$ cat src/logic/sync_serial_pkg.sv
`default_nettype none
package sync_serial_pkg;
  // Register offsets on the plain register port.
  localparam logic [3:0] OFS_CTRL = 4'h0;
  localparam logic [3:0] OFS_DIV = 4'h1;
  localparam logic [3:0] OFS_TXDATA = 4'h2;
  localparam logic [3:0] OFS_RXDATA = 4'h3;
  localparam logic [3:0] OFS_STATUS = 4'h4;
  localparam logic [3:0] OFS_IRQ_STAT = 4'h5;
  localparam logic [3:0] OFS_IRQ_EN = 4'h6;
  localparam logic [3:0] OFS_IRQ_CLR = 4'h7;
  localparam logic [3:0] OFS_FLAG_CLR = 4'h8;
  // Control register fields.
  localparam int CTRL_TX_ON = 0;
  localparam int CTRL_RX_ON = 1;
  localparam int CTRL_TX_IRQ_EN = 2;
  localparam int CTRL_RX_IRQ_EN = 3;
  localparam int CTRL_PIN_SEL = 4;
  // Status fields.
  localparam int ST_TX_EMPTY = 0;
  localparam int ST_RX_FULL = 1;
  localparam int ST_OVERRUN = 2;
  localparam int ST_BUSY = 3;
  // Interrupt request bits.
  localparam int IRQ_TX = 0;
  localparam int IRQ_RX = 1;
  localparam int IRQ_ERR = 2;
  localparam int NIRQ = 3;
  localparam logic [7:0] CTRL_RESET = 8'h00;
  localparam logic [7:0] DIV_RESET = 8'h00;
  localparam int BITS_PER_BYTE = 8;
endpackage : sync_serial_pkg
`default_nettype wire

$ cat src/logic/sync_serial_master_xfer.sv
`default_nettype none
// Functional notes
// - Transmit pin floats until transmit is enabled and the pin is selected.
// - Enabling transmit raises transmit-empty request immediately.
// - Each buffer-to-shifter move raises transmit-empty again.
// - Legacy empty flag set on move, software clears.
// - Full byte received: store, raise receive-full request.
// - Legacy full flag set on receive, software clears.
// - Transmit interrupt disabled: no more transmit requests.
// - Both disabled: transmit pin floats again.
module sync_serial_master_xfer (
  input wire logic MCLK, // 200 MHz clock
  input wire logic RST_N, // synchronous reset, active low
  input wire logic [3:0] ADDR, // register address
  input wire logic [7:0] WDATA, // write data
  input wire logic WR, // write strobe
  input wire logic RD, // read strobe
  output logic [7:0] RDATA, // read data, cycle after strobe
  output logic IRQ, // level interrupt
  output logic TXD_O, // serial data out
  output logic TXD_OE, // serial data output enable
  output logic SCK_O, // shift clock out
  output logic SCK_OE, // shift clock output enable
  input wire logic RXD_I // serial data in
);
  logic [7:0] ctrl_r, div_r, txbuf_r, txsh_r, rxsh_r, rxbuf_r;
  logic txbuf_full_r, tx_empty_flag_r, rx_full_flag_r, overrun_r;
  localparam int NIRQ_W = sync_serial_pkg::NIRQ;
  logic [NIRQ_W-1:0] irq_stat_r, irq_en_r;
  logic [7:0] div_cnt_r;
  logic [3:0] bit_cnt_r;
  logic sck_r, busy_r, txd_r, tick;
  logic rxd_s1_r, rxd_s2_r;
  logic tx_on_bit, rx_on_bit, tx_irq_en, rx_irq_en;
  logic load_ev, rx_done_ev, err_ev, tx_on_rise;
  logic tx_on_d_r;

  function automatic logic hit(input logic [3:0] a, input logic [3:0] ofs);
    hit = (a == ofs);
  endfunction : hit

  assign tx_on_bit = ctrl_r[sync_serial_pkg::CTRL_TX_ON];
  assign rx_on_bit = ctrl_r[sync_serial_pkg::CTRL_RX_ON];
  assign tx_irq_en = ctrl_r[sync_serial_pkg::CTRL_TX_IRQ_EN];
  assign rx_irq_en = ctrl_r[sync_serial_pkg::CTRL_RX_IRQ_EN];

  // Receive data is an outside level, so it is synchronised before use.
  always_ff @(posedge MCLK) begin
    if (!RST_N) begin
      rxd_s1_r <= 1'b0;
      rxd_s2_r <= 1'b0;
    end else begin
      rxd_s1_r <= RXD_I;
      rxd_s2_r <= rxd_s1_r;
    end
  end

  always_ff @(posedge MCLK) begin
    if (!RST_N) begin
      ctrl_r <= sync_serial_pkg::CTRL_RESET;
      div_r <= sync_serial_pkg::DIV_RESET;
    end else if (WR) begin
      if (hit(ADDR, sync_serial_pkg::OFS_CTRL)) ctrl_r <= WDATA;
      if (hit(ADDR, sync_serial_pkg::OFS_DIV)) div_r <= WDATA;
    end
  end

  // Half-bit tick: the shift clock toggles once per divisor plus one cycles.
  always_ff @(posedge MCLK) begin
    if (!RST_N || !busy_r) begin
      div_cnt_r <= 8'h00;
    end else if (div_cnt_r == div_r) begin
      div_cnt_r <= 8'h00;
    end else begin
      div_cnt_r <= div_cnt_r + 8'h01;
    end
  end
  assign tick = busy_r && (div_cnt_r == div_r);

  a_div_restart: assert property (@(posedge MCLK) disable iff (!RST_N)
    tick |=> div_cnt_r == 8'h00)
    else $error("divider did not restart after a half-bit tick");

  // A byte is loaded when idle with data waiting; receive-only runs no transfer, as a load needs transmit on.
  assign load_ev = !busy_r && txbuf_full_r && tx_on_bit;

  always_ff @(posedge MCLK) begin
    if (!RST_N) begin
      busy_r <= 1'b0;
      sck_r <= 1'b1;
      bit_cnt_r <= 4'h0;
      txsh_r <= 8'h00;
      rxsh_r <= 8'h00;
      txd_r <= 1'b1;
    end else if (load_ev) begin
      busy_r <= 1'b1;
      txsh_r <= {1'b0, txbuf_r[7:1]};
      txd_r <= txbuf_r[0];
      bit_cnt_r <= 4'h0;
      sck_r <= 1'b1;
    end else if (tick) begin
      sck_r <= ~sck_r;
      if (sck_r) begin
        // Falling edge presents the next bit; bit 0 already stands from the load.
        if (bit_cnt_r != 4'h0) begin
          txd_r <= txsh_r[0];
          txsh_r <= {1'b0, txsh_r[7:1]};
        end
      end else begin
        // Rising edge: the slave samples now, so transmit data must not move here.
        rxsh_r <= {rxd_s2_r, rxsh_r[7:1]};
        if (bit_cnt_r == 4'(sync_serial_pkg::BITS_PER_BYTE - 1)) begin
          busy_r <= 1'b0;
        end else begin
          bit_cnt_r <= bit_cnt_r + 4'h1;
        end
      end
    end
  end
  assign rx_done_ev = tick && !sck_r &&
                      (bit_cnt_r == 4'(sync_serial_pkg::BITS_PER_BYTE - 1)) && rx_on_bit;
  assign err_ev = rx_done_ev && rx_full_flag_r;

  // While busy, data moves only on falling shift clock edges, never while the slave samples it.
  a_txd_steady: assert property (@(posedge MCLK) disable iff (!RST_N)
    (busy_r && !(tick && sck_r)) |=> $stable(txd_r))
    else $error("transmit data moved outside a falling shift clock edge");

  a_bit0_on_load: assert property (@(posedge MCLK) disable iff (!RST_N)
    load_ev |=> txd_r == $past(txbuf_r[0]))
    else $error("first bit not presented on load");

  a_sck_idle_high: assert property (@(posedge MCLK) disable iff (!RST_N)
    !busy_r |-> sck_r)
    else $error("shift clock not high while idle");

  a_byte_end: assert property (@(posedge MCLK) disable iff (!RST_N)
    (tick && !sck_r && bit_cnt_r == 4'(sync_serial_pkg::BITS_PER_BYTE - 1)) |=> !busy_r)
    else $error("shifter ran past the eighth bit");

  always_ff @(posedge MCLK) begin
    if (!RST_N) begin
      txbuf_r <= 8'h00;
      txbuf_full_r <= 1'b0;
    end else if (WR && hit(ADDR, sync_serial_pkg::OFS_TXDATA) && tx_on_bit) begin
      txbuf_r <= WDATA;
      txbuf_full_r <= 1'b1;
    end else if (load_ev || !tx_on_bit) begin
      txbuf_full_r <= 1'b0;
    end
  end

  a_txdata_refused: assert property (@(posedge MCLK) disable iff (!RST_N)
    (WR && hit(ADDR, sync_serial_pkg::OFS_TXDATA) && !tx_on_bit) |=> !txbuf_full_r)
    else $error("transmit data taken while transmit is off");

  always_ff @(posedge MCLK) begin
    if (!RST_N) tx_on_d_r <= 1'b0;
    else tx_on_d_r <= tx_on_bit;
  end
  assign tx_on_rise = tx_on_bit && !tx_on_d_r;

  // Legacy flags: hardware set wins over a software clear in the same cycle.
  always_ff @(posedge MCLK) begin
    if (!RST_N) begin
      tx_empty_flag_r <= 1'b0;
      rx_full_flag_r <= 1'b0;
      overrun_r <= 1'b0;
      rxbuf_r <= 8'h00;
    end else begin
      if (tx_on_rise || load_ev) tx_empty_flag_r <= 1'b1;
      else if (WR && hit(ADDR, sync_serial_pkg::OFS_FLAG_CLR) &&
               WDATA[sync_serial_pkg::ST_TX_EMPTY]) tx_empty_flag_r <= 1'b0;
      if (rx_done_ev) begin
        rxbuf_r <= {rxd_s2_r, rxsh_r[7:1]};
        rx_full_flag_r <= 1'b1;
      end else if (WR && hit(ADDR, sync_serial_pkg::OFS_FLAG_CLR) &&
                   WDATA[sync_serial_pkg::ST_RX_FULL]) rx_full_flag_r <= 1'b0;
      if (err_ev) overrun_r <= 1'b1;
      else if (WR && hit(ADDR, sync_serial_pkg::OFS_FLAG_CLR) &&
               WDATA[sync_serial_pkg::ST_OVERRUN]) overrun_r <= 1'b0;
    end
  end

  a_tx_flag_sticky: assert property (@(posedge MCLK) disable iff (!RST_N)
    (tx_empty_flag_r && !(WR && hit(ADDR, sync_serial_pkg::OFS_FLAG_CLR))) |=> tx_empty_flag_r)
    else $error("empty flag dropped without a software clear");

  a_rx_flag_sticky: assert property (@(posedge MCLK) disable iff (!RST_N)
    (rx_full_flag_r && !(WR && hit(ADDR, sync_serial_pkg::OFS_FLAG_CLR))) |=> rx_full_flag_r)
    else $error("full flag dropped without a software clear");

  a_overrun_cause: assert property (@(posedge MCLK) disable iff (!RST_N)
    (!overrun_r && !err_ev) |=> !overrun_r)
    else $error("overrun flagged without a byte landing on a full buffer");

  logic [NIRQ_W-1:0] irq_set;
  always_comb begin
    irq_set = '0;
    irq_set[sync_serial_pkg::IRQ_TX] = tx_irq_en && (tx_on_rise || load_ev);
    irq_set[sync_serial_pkg::IRQ_RX] = rx_irq_en && rx_done_ev;
    irq_set[sync_serial_pkg::IRQ_ERR] = rx_irq_en && err_ev;
  end

  a_rx_req_gate: assert property (@(posedge MCLK) disable iff (!RST_N)
    !rx_irq_en |=> !$rose(irq_stat_r[sync_serial_pkg::IRQ_RX]) &&
                   !$rose(irq_stat_r[sync_serial_pkg::IRQ_ERR]))
    else $error("receive request raised while receive interrupt is off");

  genvar gi;
  generate
    for (gi = 0; gi < NIRQ_W; gi++) begin : g_irq
      always_ff @(posedge MCLK) begin
        if (!RST_N) irq_stat_r[gi] <= 1'b0;
        else if (irq_set[gi]) irq_stat_r[gi] <= 1'b1;
        else if (WR && hit(ADDR, sync_serial_pkg::OFS_IRQ_CLR) && WDATA[gi])
          irq_stat_r[gi] <= 1'b0;
      end
    end
  endgenerate

  always_ff @(posedge MCLK) begin
    if (!RST_N) irq_en_r <= '0;
    else if (WR && hit(ADDR, sync_serial_pkg::OFS_IRQ_EN)) irq_en_r <= WDATA[NIRQ_W-1:0];
  end
  assign IRQ = |(irq_stat_r & irq_en_r);

  always_ff @(posedge MCLK) begin
    if (!RST_N) begin
      RDATA <= 8'h00;
    end else if (RD) begin
      case (ADDR)
        sync_serial_pkg::OFS_CTRL: RDATA <= ctrl_r;
        sync_serial_pkg::OFS_DIV: RDATA <= div_r;
        sync_serial_pkg::OFS_RXDATA: RDATA <= rxbuf_r;
        sync_serial_pkg::OFS_STATUS: RDATA <= {4'h0, busy_r, overrun_r,
                                                rx_full_flag_r, tx_empty_flag_r};
        sync_serial_pkg::OFS_IRQ_STAT: RDATA <= {5'h00, irq_stat_r};
        sync_serial_pkg::OFS_IRQ_EN: RDATA <= {5'h00, irq_en_r};
        default: RDATA <= 8'h00;
      endcase
    end else begin
      RDATA <= 8'h00;
    end
  end

  a_rdata_quiet: assert property (@(posedge MCLK) disable iff (!RST_N)
    !RD |=> RDATA == 8'h00)
    else $error("read data shown without a read strobe");

  // The pin is released whenever transmit is off, so no stale level is driven.
  assign TXD_O = txd_r;
  assign TXD_OE = ctrl_r[sync_serial_pkg::CTRL_PIN_SEL] && tx_on_bit;
  assign SCK_O = sck_r;
  assign SCK_OE = tx_on_bit || rx_on_bit;

  // Pin, request, flag and shifter checks; further shifter and flag checks sit beside their logic.
  a_txpin_float: assert property (@(posedge MCLK) disable iff (!RST_N)
    !tx_on_bit |-> !TXD_OE)
    else $error("transmit pin driven while disabled");

  a_tx_en_irq: assert property (@(posedge MCLK) disable iff (!RST_N)
    ($rose(tx_on_bit) && tx_irq_en) |=> irq_stat_r[0])
    else $error("no request on enable");

  a_load_irq: assert property (@(posedge MCLK) disable iff (!RST_N)
    (load_ev && tx_irq_en) |=> irq_stat_r[0] && tx_empty_flag_r)
    else $error("no load req");

  a_load_flag: assert property (@(posedge MCLK) disable iff (!RST_N)
    load_ev |=> tx_empty_flag_r && busy_r)
    else $error("empty flag not set on load");

  a_rx_store: assert property (@(posedge MCLK) disable iff (!RST_N)
    rx_done_ev |=> rx_full_flag_r && (rxbuf_r == $past(rxd_s2_r) * 8'h80 +
    ($past(rxsh_r) >> 1)))
    else $error("received byte not stored");

  a_no_tx_irq: assert property (@(posedge MCLK) disable iff (!RST_N)
    (!tx_irq_en && !irq_stat_r[0] && !(WR && hit(ADDR, sync_serial_pkg::OFS_CTRL))) |=>
    !irq_stat_r[0])
    else $error("transmit request while disabled");

  a_pins_off: assert property (@(posedge MCLK) disable iff (!RST_N)
    $fell(tx_on_bit) |-> !TXD_OE)
    else $error("pin not released");

  a_clock_released: assert property (@(posedge MCLK) disable iff (!RST_N)
    (!tx_on_bit && !rx_on_bit) |-> !SCK_OE)
    else $error("shift clock driven while both directions are off");

  a_eight_bits: assert property (@(posedge MCLK) disable iff (!RST_N)
    busy_r |-> bit_cnt_r < 4'h8)
    else $error("more than eight bits");

  a_overrun_irq: assert property (@(posedge MCLK) disable iff (!RST_N)
    (err_ev && rx_irq_en) |=> irq_stat_r[2] && overrun_r)
    else $error("no error req");
endmodule : sync_serial_master_xfer
`default_nettype wire

$ cat config.mk
export PLATFORM = sky130hd
export DESIGN_NAME = sync_serial_master_xfer
export DESIGN_NICKNAME = d
export VERILOG_FILES = /design/src/logic/sync_serial_pkg.sv /design/src/logic/sync_serial_master_xfer.sv
export SDC_FILE = /design/constraint.sdc
export NUM_CORES = 1
export LEC_CHECK = 0
export ABC_CLOCK_PERIOD_IN_PS = 4059
export BUFFER_PORTS_ARGS = -buffer_cell sky130_fd_sc_hd__buf_4
export CAP_MARGIN = 20
export CELL_PAD_IN_SITES_DETAIL_PLACEMENT = 1
export CELL_PAD_IN_SITES_GLOBAL_PLACEMENT = 2
export CORE_ASPECT_RATIO = 1.25
export CORE_MARGIN = 2
export CORE_UTILIZATION = 40
export DETAILED_ROUTE_END_ITERATION = 7
export GPL_ROUTABILITY_DRIVEN = 0
export PLACE_DENSITY_LB_ADDON = 0.2
export SLEW_MARGIN = 10
export SYNTH_ARGS = -nofsm -noshare
export SYNTH_HDL_FRONTEND = slang
export SYNTH_SLANG_ARGS = --single-unit
export TNS_END_PERCENT = 1
$ cat constraint.sdc
create_clock -name MCLK -period 4.06 [get_ports MCLK]
set_clock_uncertainty 0.05 [all_clocks]
set_input_delay 0.609 -clock MCLK [delete_from_list [all_inputs] [get_ports MCLK]]
set_output_delay 0.609 -clock MCLK [all_outputs]
set_load 0.05 [all_outputs]
* Word-level counts from Yosys, hierarchy flattened
Cells that the tools add are included.
W data, S select, Z words.
** Word-level totals
- Bits in registers :: 83
- Output and inout port bits :: 13
** Operators by class
- Add/subtract/negate cells :: 2
- Equal/unequal tests :: 11
- Muxes and demuxes :: 27
- Bitwise gates (word level) :: 5
- Reduce and logical (&&, ||, !) cells :: 55
** Operator list (count)
- $pmux W8 S6 :: 1
- $mux W7 :: 4
- $logic_and A1 B1 Y1 :: 23
- $mux W1 :: 22
- $reduce_bool A2 Y1 :: 11
- $eq A4 B3 Y1 const B :: 5
- $reduce_and A3 Y1 :: 4
- $add A8 B1 Y8 const B :: 1
- $eq A4 B2 Y1 const B :: 2
- $eq A8 B8 Y1 :: 1
- $reduce_and A2 Y1 :: 3
- $logic_not A1 Y1 :: 5
- $add A4 B1 Y4 const B :: 1
- $eq A4 B1 Y1 const B :: 1
- $eq A4 B4 Y1 const B :: 1
- $logic_not A4 Y1 :: 1
- $logic_or A1 B1 Y1 :: 4
- $not A1 Y1 :: 4
- $reduce_bool A4 Y1 :: 1
- $reduce_or A2 Y1 :: 2
- $and A3 B3 Y3 :: 1
- $reduce_or A3 Y1 :: 1
- $ne A2 B1 Y1 const B :: 1

* Logic depth before layout (Yosys ltp)
Gate-level depths: netlist (run 1).
- Depth after elaboration :: 8
- Mapped depth :: 7
- Depth with buffers taken out :: 6

* Worst setup path before layout (run 1)
No wires, ideal clock.
- Kind :: input port to flip-flop
- Start point :: in ADDR[1]
- End point :: reg irq_stat_r[0]
- Data arrival time :: 1.758 ns
- Required time :: 3.892 ns
- Slack :: 2.133 ns
- Stages on the path :: 7
- Cells stage by stage :: clkbuf_1 -> and2_1 -> clkbuf_1 -> nor3b_1 -> nand2_1 -> a22oi_1 -> nor2b_1
** Between the ends
- Longest elaborated chain between the ends :: 4
** Ends and longest elaborated chain
- from (decl) :: line sync_serial_master_xfer.sv:14 : input wire logic [3:0] ADDR,
- $eq A4 B3 Y1 :: line sync_serial_master_xfer.sv:39 : hit = (a == ofs);
- $logic_and A1 B1 Y1 (2 in a row) :: line sync_serial_master_xfer.sv:216 : else if (WR && hit(ADDR, sync_serial_pkg::OFS_IRQ_CLR) && WDATA[gi])
- $reduce_bool A2 Y1 (no line)
- to (signal, indexed assignment) :: line sync_serial_master_xfer.sv:214 : if (!RST_N) irq_stat_r[gi] <= 1'b0;
- to (signal, indexed assignment) :: line sync_serial_master_xfer.sv:215 : else if (irq_set[gi]) irq_stat_r[gi] <= 1'b1;
- to (signal, indexed assignment) :: line sync_serial_master_xfer.sv:217 : irq_stat_r[gi] <= 1'b0;
- to (decl) :: line sync_serial_master_xfer.sv:29 : logic [NIRQ_W-1:0] irq_stat_r, irq_en_r;
Every way passes these cells.
A chain may end at the register's enable or synchronous reset.

* Worst setup path in the final report (run 1)
- Start point :: reg div_r[7]
- End point :: reg txd_r (netlist: TXD_O)
** Between the ends
- Longest elaborated chain between the ends :: 4
** Ends and longest elaborated chain
- from (decl) :: line sync_serial_master_xfer.sv:26 : logic [7:0] ctrl_r, div_r, txbuf_r, txsh_r, rxsh_r, rxbuf_r;
- from (signal assigned) :: line sync_serial_master_xfer.sv:61 : div_r <= sync_serial_pkg::DIV_RESET;
- $eq A8 B8 Y1 :: line sync_serial_master_xfer.sv:78 : assign tick = busy_r && (div_cnt_r == div_r);
- $logic_and A1 B1 Y1 :: line sync_serial_master_xfer.sv:78
- $reduce_bool A2 Y1 (no line)
- $reduce_and A3 Y1 (no line)
- to (signal assigned) :: line sync_serial_master_xfer.sv:98 : txd_r <= txbuf_r[0];
- to (signal assigned) :: line sync_serial_master_xfer.sv:106 : txd_r <= txsh_r[0];
- to (decl) :: line sync_serial_master_xfer.sv:32 : logic sck_r, busy_r, txd_r, tick;
Every way passes these cells.

==> results.sh, run 1 <==
export IMPL_nets=423
export IMPL_p_clk_frac=0.427
export IMPL_synth_commonest_cells="dfxtp_1 (82), mux2i_1 (48), nor2_1 (38)"
export IMPL_grt_util_met1=0.2539
export IMPL_fmax_mhz=399.2
export IMPL_period_minus_slack_ns=2.505
export IMPL_areaGrowthSynthToFinish_pct=13.99
export IMPL_ir_drop_uv=236.8
export IMPL_synth_edf_count=0
export IMPL_p_comb_frac=0.048
export IMPL_grtUsageMet2=0.3294
export IMPL_yosysMostFrequentCell="dfxtp_1"
export IMPL_switching_share=0.2138
export IMPL_worstPathRequired_ns=4.29
export IMPL_htreeDepth=3
export IMPL_grtUsageTotal=0.1981
export IMPL_path_clk_slew_ns=0.08
export IMPL_worst_path_buf_inv=0
export IMPL_antenna_found_initial=0
export IMPL_drt_iter0_drc=106
export IMPL_drc=0
export IMPL_crit_path_end_kind="flip-flop"
export IMPL_wl_mm=8.710
export IMPL_synthArstFlopShare=0
export IMPL_post_cts_buffers=0
export IMPL_critPathMaxStageDelay_ns=0.71
export IMPL_start_util=0.4129
export IMPL_path_delay_family="simple AND/OR/NAND/NOR gates"
export IMPL_p_switching_mw=0.3305
export IMPL_clock_root_buffer="clkbuf_8"
export IMPL_worst_pin_slew_ns=0.9577
export IMPL_clock_latency_ns=0.36
export IMPL_grt_overflow=0
export IMPL_numCtsBuffers=9
export IMPL_cap_viol_max_count=0
export IMPL_grt_busiest_layer="met2"
export IMPL_crit_chain="xor2_1 > nor4_4 > nand4_1 > and4b_1 > nor3_1"
export IMPL_grt_pass1_vias=2839
export IMPL_crit_arrival_ns=2.73
export IMPL_yosysUniqueCellTypes=44
export IMPL_hpwlAfterDp_mm=6.207
export IMPL_pre_cts_slack_ns=1.515
export IMPL_grt_pass1_wl_mm=14.44
export IMPL_vias=2686
export IMPL_grt_start_max_net_pins=72
export IMPL_yosysSeqAreaShare=0.4545
export IMPL_seqPwrFrac=0.524
export IMPL_fin_util=0.4707
export IMPL_core_area_mm2=0.008748
export IMPL_finalCritPeriodShare=0.6170
export IMPL_worstSetupStartpointType="flip-flop"
export IMPL_dr_pass1_iters=4
export IMPL_synth_area_top_cells="dfxtp_1 (45%), mux2i_1 (13%), nor2b_1 (5.2%), nor2_1 (3.9%), nand3_1 (3.2%)"
export IMPL_fin_setup_tns_ns=0
export IMPL_cp_max_fo=15
export IMPL_status="finished, final reports clean"
export IMPL_rsz0062_at_grt="false"
export IMPL_cp_slowest_cell="nand4_1"
export IMPL_syn_area_mm2=0.003612
export IMPL_internal_power_mw=1.215
export IMPL_slew_violations=0
export IMPL_n_fill_cell=1022
export IMPL_ys_flop_type="dfxtp_1"
export IMPL_ios=30
export IMPL_ys_ff_latch=82
export IMPL_vias_per_cell=5.097
export IMPL_finalHoldViolations=0
export IMPL_cts_hold_buf=0
export IMPL_rows=38
export IMPL_setup_ws_ns=1.555
export IMPL_drive_gt1_frac=0.1474
export IMPL_setup_violations=0
export IMPL_synth_cells=384
export IMPL_fp_dieW_um=89.00
export IMPL_ys_warn_count=0
export IMPL_die_area_mm2=0.009811
export IMPL_netlist_top_cell_by_area="dfxtp_1"
export IMPL_cts_tree="yes"
export IMPL_wl_per_cell_um=16.53
export IMPL_cts_resized=0
export IMPL_slew_headroom=0.3592
export IMPL_n_antenna_cell=0
export IMPL_worstSetupPathType="reg -> reg"
export IMPL_syn_nets=404
export IMPL_clock_sinks=82
export IMPL_syn_avg_cell_area_um2=9.407
export IMPL_die_height_um=110.2
export IMPL_synth_top_area_share=0.4545
export IMPL_clock_path_buffers=2
export IMPL_grt_util_met3=0.04914
export IMPL_antenna_left=0
export IMPL_hold_class="reg -> reg"
export IMPL_leakagePower_nw=1.748
export IMPL_portBuffers=29
export IMPL_power_density_mw_per_mm2=375.3
-- metal layers --
metal	part of all wire	routed length (µm)
met1	0.47	4056
met5	0	0
met3	0.029	256
met2	0.50	4322
met4	0.0085	74
-- per-stage QoR --
| step | total power [mW] | hold slack, ns | cells | instance area, µm² |
|---|---|---|---|---|
| 2_1_floorplan | 0.8732 | 0.3619 | 384 | 3612 |
| 3_3_place_gp | 0.9038 | 0.3722 | 512 | 3899 |
| 3_5_place_dp | 0.9045 | 0.3808 | 512 | 3899 |
| 4_1_cts | 1.565 | 0.4007 | 527 | 4118 |
| 5_1_grt | 1.608 | 0.4098 | 527 | 4118 |
| 6_report | 1.546 | 0.3974 | 527 | 4118 |
-- state kept, by name, indices dropped and copies added, names as in the netlist, 4 cells and up --
register   cells
RDATA          8
bit_cnt_r      4
ctrl_r         8
div_cnt_r      8
div_r          8
rxbuf_r        8
rxsh_r         7
txbuf_r        8
txsh_r         7
-- cell type report --
cell class | count | area (µm²) | area share
Multi-Input combinational cell | 273 | 1856 | 0.4506
Sequential cell | 82 | 1642 | 0.3987
Timing Repair Buffer | 30 | 225.2 | 0.05469
Clock buffer | 13 | 158.9 | 0.03859
Tap cell | 120 | 150.1 | 0.03646
Clock inverter | 2 | 60.06 | 0.01459
Inverter | 7 | 26.28 | 0.006381
-- power by group through the flow --
stage / Sequential (mW) / Clock [mW] / Combinational (mW)
after floorplan: 0.828 / 0 / 0.0448
after global placement: 0.829 / 0 / 0.0748
after detailed placement: 0.829 / 0 / 0.0755
after CTS: 0.810 / 0.679 / 0.0757
after global routing: 0.811 / 0.715 / 0.0823
final: 0.810 / 0.661 / 0.0748
-- kinds of logic (layout without fill, tap and decap cells) --
kind of cell / Yosys count / after routing / synth area share
simple gates: 155 / 155 / 0.2355
flops: 82 / 82 / 0.4544
compound gates: 50 / 50 / 0.09352
mux: 48 / 48 / 0.1330
buf+inv: 29 / 52 / 0.03187
xor+xnor: 17 / 17 / 0.04122
fa+ha+maj: 3 / 3 / 0.01039
-- worst register-to-register path, delay by kind of cell, from the launching register on --
| kind | cells | cell delay [ns] |
|---|---|---|
| and+or+nand+nor | 4 | 1.86 |
| DFF | 1 | 0.34 |
| xor gates and xnor gates | 1 | 0.19 |
-- path summary, 6_finish.rpt --
| path | start | end | slack (ns) | cells after the start |
|---|---|---|---|---|
| worst max-delay path | div_r[7] | TXD_O | 1.56 | 5 |
| worst min-delay path | rxd_s1_r | rxd_s2_r | 0.40 | 1 |
| worst max register to register | div_r[7] | TXD_O | 1.56 | 5 |
| worst min register to register | rxd_s1_r | rxd_s2_r | 0.40 | 1 |
-- cell usage in the layout (no fill, tap or decap), types with 10 or more instances in the layout --
master,instances
dfxtp_1,82
xor2_1,10
o21ai_1,11
clkbuf_8,11
buf_4,30
mux2i_1,48
a21oi_1,10
nand2_1,25
nand3_1,23
nor2_1,38
nor2b_1,30
No activity file was read; power rests on OpenSTA's default activity.
==> inputs of run 2 (changes only) <==
--- a/config.mk
+++ b/config.mk
@@ -5,14 +5,14 @@
 export SDC_FILE = /design/constraint.sdc
 export NUM_CORES = 1
 export LEC_CHECK = 0
-export ABC_CLOCK_PERIOD_IN_PS = 4059
+export ABC_CLOCK_PERIOD_IN_PS = 2500
 export BUFFER_PORTS_ARGS = -buffer_cell sky130_fd_sc_hd__buf_4
 export CAP_MARGIN = 20
 export CELL_PAD_IN_SITES_DETAIL_PLACEMENT = 1
 export CELL_PAD_IN_SITES_GLOBAL_PLACEMENT = 2
 export CORE_ASPECT_RATIO = 1.25
 export CORE_MARGIN = 2
-export CORE_UTILIZATION = 40
+export CORE_UTILIZATION = 37
 export DETAILED_ROUTE_END_ITERATION = 7
 export GPL_ROUTABILITY_DRIVEN = 0
 export PLACE_DENSITY_LB_ADDON = 0.2
==> constraint.sdc (replaced) <==
create_clock -name MCLK -period 2.5 [get_ports MCLK]
set_clock_uncertainty 0.05 [all_clocks]
set_input_delay 0.375 -clock MCLK [delete_from_list [all_inputs] [get_ports MCLK]]
set_output_delay 0.375 -clock MCLK [all_outputs]
set_load 0.05 [all_outputs]
==> run 2 against run 1 <==
Wire length down 1.3%. Sequential power up 63%. Sequential share of layout area down 1.3 points. Combinational power up 60%. Via count unchanged. First-iteration DRC count down 22%. Largest cell class unchanged.
==> results.sh, run 2 (synthesis results as in run 1) <==
export IMPL_period_minus_slack_ns=1.868
export IMPL_grt_overflow=0
export IMPL_slew_headroom=0.6045
export IMPL_die_height_um=114.5
export IMPL_hold_class="in -> reg"
export IMPL_pre_cts_slack_ns=0.6308
export IMPL_design_area_mm2=0.004260
export IMPL_cts_hold_buf=0
export IMPL_status="finished, final reports clean"
export IMPL_crit_path_start="div_cnt_r[5]"
export IMPL_hpwlAfterDp_mm=6.224
export IMPL_rows=40
export IMPL_fin_setup_tns_ns=0
export IMPL_reg2reg_to="TXD_O"
export IMPL_die_area_mm2=0.01057
export IMPL_power_density_mw_per_mm2=668.4
export IMPL_final_common_cell="dfxtp_1"
export IMPL_place_area_mm2=0.003936
export IMPL_worstSetupPathType="reg -> reg"
export IMPL_portBuffers=29
export IMPL_multi_input_area_mm2=0.001856
export IMPL_worst_pin_slew_ns=0.5901
export IMPL_n_fill_cell=1086
export IMPL_areaGrowthSynthToFinish_pct=17.94
export IMPL_antenna_found_initial=0
export IMPL_rsz0062_at_grt="false"
export IMPL_ir_drop_uv=383.5
export IMPL_drt_iter0_drc=83
export IMPL_n_antenna_cell=0
export IMPL_post_cts_buffers=0
export IMPL_grtUsageTotal=0.1755
export IMPL_grt_start_max_net_pins=48
export IMPL_cp_max_fo=15
export IMPL_clock_root_buffer="clkbuf_16"
export IMPL_wl_per_cell_um=16.02
export IMPL_vias=2686
export IMPL_ios=30
export IMPL_seq_area_mm2=0.001642
export IMPL_path_clk_slew_ns=0.06
export IMPL_finalHoldViolations=0
export IMPL_crit_path_end_kind="flip-flop"
export IMPL_crit_arrival_ns=2.07
export IMPL_numCtsBuffers=9
export IMPL_setup_violations=0
export IMPL_clock_latency_ns=0.33
export IMPL_critPathCapture="TXD_O"
export IMPL_reg2regPathDepth=6
export IMPL_wl_mm=8.601
export IMPL_reg2reg_setup_slack_ns=0.63
export IMPL_htreeDepth=3
export IMPL_worstPathRequired_ns=2.71
export IMPL_antenna_left=0
export IMPL_fin_cells=537
export IMPL_dp_cells=522
export IMPL_grt_pass1_wl_mm=14.28
export IMPL_cts_tree="yes"
export IMPL_leakagePower_nw=1.817
export IMPL_nets=427
export IMPL_worstSetupStartpointType="flip-flop"
export IMPL_cts_resized=0
export IMPL_fp_dieW_um=92.38
export IMPL_grt_pass1_vias=2739
export IMPL_clock_path_buffers=2
export IMPL_dr_pass1_iters=6
export IMPL_slew_violations=0
export IMPL_layout_common_cells="dfxtp_1 (82), mux2i_1 (48), nor2_1 (38), buf_4 (34), nor2b_1 (30)"
export IMPL_start_util=0.3779
export IMPL_clock_sinks=82
export IMPL_vias_per_cell=5.002
export IMPL_drc=0
export IMPL_setup_ws_ns=0.6323
export IMPL_core_area_mm2=0.009559
export IMPL_finalCritPeriodShare=0.7471
export IMPL_cap_viol_max_count=0
export IMPL_drive_gt1_frac=0.1606
export IMPL_hold_slack_ns=0.2010
export IMPL_fmax_mhz=535.4
export IMPL_rr_startpoint="div_cnt_r[5]"
run 2: power by group:
| part | switching [mW] | internal [mW] |
|---|---|---|
| registers | 0.00490 | 1.31 |
| logic | 0.0716 | 0.0489 |
| clock network | 0.505 | 0.905 |
run 2: worst max-delay path, stage by stage, from the launching register on:
cell and delay, ns:
dfxtp_1 0.35, xor2_1 0.18, nor4_4 0.46, nand4_1 0.14, buf_4 0.23, and4b_1 0.21, nor3_1 0.17
run 2: worst min-delay path by stage:
stage	startpoint	to	slack, ns	cells past startpoint
floorplan	rxd_s1_r	rxd_s2_r	0.36	1
global placement	rxd_s1_r	rxd_s2_r	0.38	1
detailed placement	rxd_s1_r	rxd_s2_r	0.38	1
CTS	RXD_I	rxd_s1_r	0.19	2
global route	RXD_I	rxd_s1_r	0.20	2
finish	RXD_I	rxd_s1_r	0.20	2
run 2: layer usage:
layer	vias up	track usage	share of wire
met5	-	0	0
met4	0	0.05970	0.011
met3	5	0.03818	0.024
met2	24	0.2998	0.49
li1	1370	-	-
met1	1287	0.2189	0.47
run 2: through the flow:
| step | power, mW | util |
|---|---|---|
| 2_1_floorplan | 1.418 | - |
| 3_3_place_gp | 1.467 | 0.4118 |
| 3_5_place_dp | 1.468 | 0.4118 |
| 4_1_cts | 2.890 | 0.4457 |
| 5_1_grt | 2.946 | 0.4457 |
| 6_report | 2.848 | 0.4457 |
run 2: area by class of cell:
class | count | share of cell area
Clock buffer | 14 | 0.06902
Multi-Input combinational cell | 273 | 0.4355
Sequential cell | 82 | 0.3853
Inverter | 7 | 0.006167
Tap cell | 126 | 0.03700
Clock inverter | 1 | 0.007048
Timing Repair Buffer | 34 | 0.05991
==> inputs of run 3 (changes only) <==
--- a/config.mk
+++ b/config.mk
@@ -5,7 +5,7 @@
 export SDC_FILE = /design/constraint.sdc
 export NUM_CORES = 1
 export LEC_CHECK = 0
-export ABC_CLOCK_PERIOD_IN_PS = 2500
+export ABC_CLOCK_PERIOD_IN_PS = 1800
 export BUFFER_PORTS_ARGS = -buffer_cell sky130_fd_sc_hd__buf_4
 export CAP_MARGIN = 20
 export CELL_PAD_IN_SITES_DETAIL_PLACEMENT = 1
==> constraint.sdc (replaced) <==
create_clock -name MCLK -period 1.8 [get_ports MCLK]
set_clock_uncertainty 0.05 [all_clocks]
set_input_delay 0.27 -clock MCLK [delete_from_list [all_inputs] [get_ports MCLK]]
set_output_delay 0.27 -clock MCLK [all_outputs]
set_load 0.05 [all_outputs]
==> run 3 against run 2 <==
Wire length up 3.0%. Sequential cell count did not move. Critical path depth is 1 higher. Fmax increased by 9.7%. Die area unchanged. Cell count increased by 2.4%. Combinational power rose by 53%. Register-to-register slack worse by 0.54 ns. First-iteration DRC count decreased by 1.2%. Highest routed layer unchanged.
==> results.sh, run 3 (synthesis results as in run 1) <==
export IMPL_seqPwrFrac=0.457
export IMPL_grt_start_max_net_pins=72
export IMPL_die_area_mm2=0.01057
export IMPL_dr_pass1_iters=4
export IMPL_start_util=0.3779
export IMPL_wl_per_cell_um=16.10
export IMPL_drc=0
export IMPL_vias_per_cell=5.075
export IMPL_vias=2791
export IMPL_grt_pass1_wl_mm=14.60
export IMPL_switching_share=0.2193
export IMPL_internal_power_mw=3.122
export IMPL_reg2reg_setup_slack_ns=0.1
export IMPL_rows=40
export IMPL_pre_cts_slack_ns=0.07486
export IMPL_grt_pass1_vias=2842
export IMPL_setup_violations=0
export IMPL_nets=439
export IMPL_clock_path_buffers=2
export IMPL_grtUsageTotal=0.1799
export IMPL_htreeDepth=3
export IMPL_power_density_mw_per_mm2=913.4
export IMPL_ios=30
export IMPL_cts_hold_buf=0
export IMPL_areaGrowthSynthToFinish_pct=21.20
export IMPL_numCtsBuffers=9
export IMPL_slew_headroom=0.6511
export IMPL_clock_root_buffer="clkbuf_16"
export IMPL_status="finished, final reports clean"
export IMPL_path_clk_slew_ns=0.06
export IMPL_core_area_mm2=0.009559
export IMPL_crit_path_end_kind="flip-flop"
export IMPL_clock_sinks=82
export IMPL_worstPathRequired_ns=1.97
export IMPL_leakagePower_nw=1.873
export IMPL_crit_path_start="div_r[5]"
export IMPL_cap_viol_max_count=0
export IMPL_hold_slack_ns=0.08396
export IMPL_fp_dieW_um=92.38
export IMPL_die_height_um=114.5
export IMPL_design_area_mm2=0.004378
export IMPL_reg2reg_to="rxbuf_r[1]"
export IMPL_drt_iter0_drc=82
export IMPL_cts_tree="yes"
export IMPL_p_total_mw=3.999
export IMPL_wl_mm=8.856
export IMPL_clock_latency_ns=0.34
export IMPL_period_minus_slack_ns=1.703
export IMPL_finalCritPeriodShare=0.9461
export IMPL_critPathCapture="rxbuf_r[1]"
export IMPL_fin_util=0.4580
export IMPL_final_common_cell="dfxtp_1"
export IMPL_hold_class="in -> reg"
export IMPL_finalHoldViolations=0
export IMPL_cp_max_fo=20
export IMPL_rsz0062_at_grt="true"
export IMPL_n_fill_cell=1099
export IMPL_slew_violations=0
export IMPL_p_comb_frac=0.046
export IMPL_fmax_mhz=587.2
export IMPL_place_area_mm2=0.004031
export IMPL_worstSetupPathType="reg -> reg"
export IMPL_multi_input_area_mm2=0.001869
export IMPL_p_switching_mw=0.8771
export IMPL_setup_ws_ns=0.09697
export IMPL_n_antenna_cell=0
export IMPL_p_clk_frac=0.497
export IMPL_worst_pin_slew_ns=0.5220
export IMPL_antenna_found_initial=0
export IMPL_hpwlAfterDp_mm=6.250
export IMPL_worstSetupStartpointType="flip-flop"
export IMPL_layout_common_cells="dfxtp_1 (80), mux2i_1 (48), buf_4 (44), nor2_1 (38), nor2b_1 (30)"
export IMPL_grt_overflow=0
export IMPL_ir_drop_uv=566.4
export IMPL_seq_area_mm2=0.001644
export IMPL_antenna_left=0
export IMPL_reg2regPathDepth=7
export IMPL_crit_arrival_ns=1.88
export IMPL_drive_gt1_frac=0.1934
export IMPL_rr_startpoint="div_r[5]"
export IMPL_portBuffers=29
run 3: changes by cell type in the layout (fill, tap and decap cells not counted), sizes merged:
cell	before	now
clkinvlp	0	1
buf	34	46
clkbuf	14	10
inv	7	8
bufinv	1	2
clkinv	0	2
run 3: through the flow:
| step | TNS [ns] | cells |
|---|---|---|
| 6_report | 0 | 550 |
| 5_1_grt | -0.002750 | 550 |
| 4_1_cts | 0 | 549 |
| 3_5_place_dp | 0 | 533 |
| 3_3_place_gp | 0 | 533 |
| 2_1_floorplan | 0 | 384 |
run 3: worst min-delay path by stage:
stage / slack, ns / end / cells past startpoint / start
floorplan: 0.35 / rxd_s1_r / 1 / RXD_I
global placement: 0.38 / rxd_s2_r / 1 / rxd_s1_r
detailed placement: 0.38 / rxd_s2_r / 1 / rxd_s1_r
CTS: 0.08 / rxd_s1_r / 2 / RXD_I
global route: 0.09 / rxd_s1_r / 2 / RXD_I
finish: 0.08 / rxd_s1_r / 2 / RXD_I
run 3: routing by layer:
| metal | track usage | wire, µm |
|---|---|---|
| met5 | 0 | 0 |
| met4 | 0.06567 | 133 |
| met3 | 0.04147 | 227 |
| met2 | 0.3002 | 4354 |
| met1 | 0.2271 | 4140 |
run 3: critical path, stage by stage, from the launching register on:
cell and delay (ns):
dfxtp_1 0.33, xor2_1 0.18, nor4_4 0.31, buf_4 0.20, nand4_1 0.10, buf_4 0.22
nand3_1 0.11, o21ai_1 0.08
run 3: cell type report:
type | instances | area share
clock buffers | 10 | 0.05230
clock inverters | 6 | 0.02058
inverters | 7 | 0.006002
multi-input cells | 273 | 0.4270
flip-flops and latches | 82 | 0.3755
well taps | 126 | 0.03601
repair buffers | 46 | 0.08260
run 3: power by group through the flow:
stage	sequential, mW	clock (mW)	combinational [mW]
floorplan	1.87	0	0.101
global placement	1.87	0	0.181
detailed placement	1.87	0	0.183
CTS	1.83	2.03	0.183
global route	1.83	2.11	0.199
finish	1.83	1.99	0.184
run 3: timing repair:
| action | 4_1_cts | 5_1_grt |
|---|---|---|
| setup buffers | 0 | 1 |
| resized for setup | 0 | 7 |
| setup endpoints to repair | 0 | 8 |
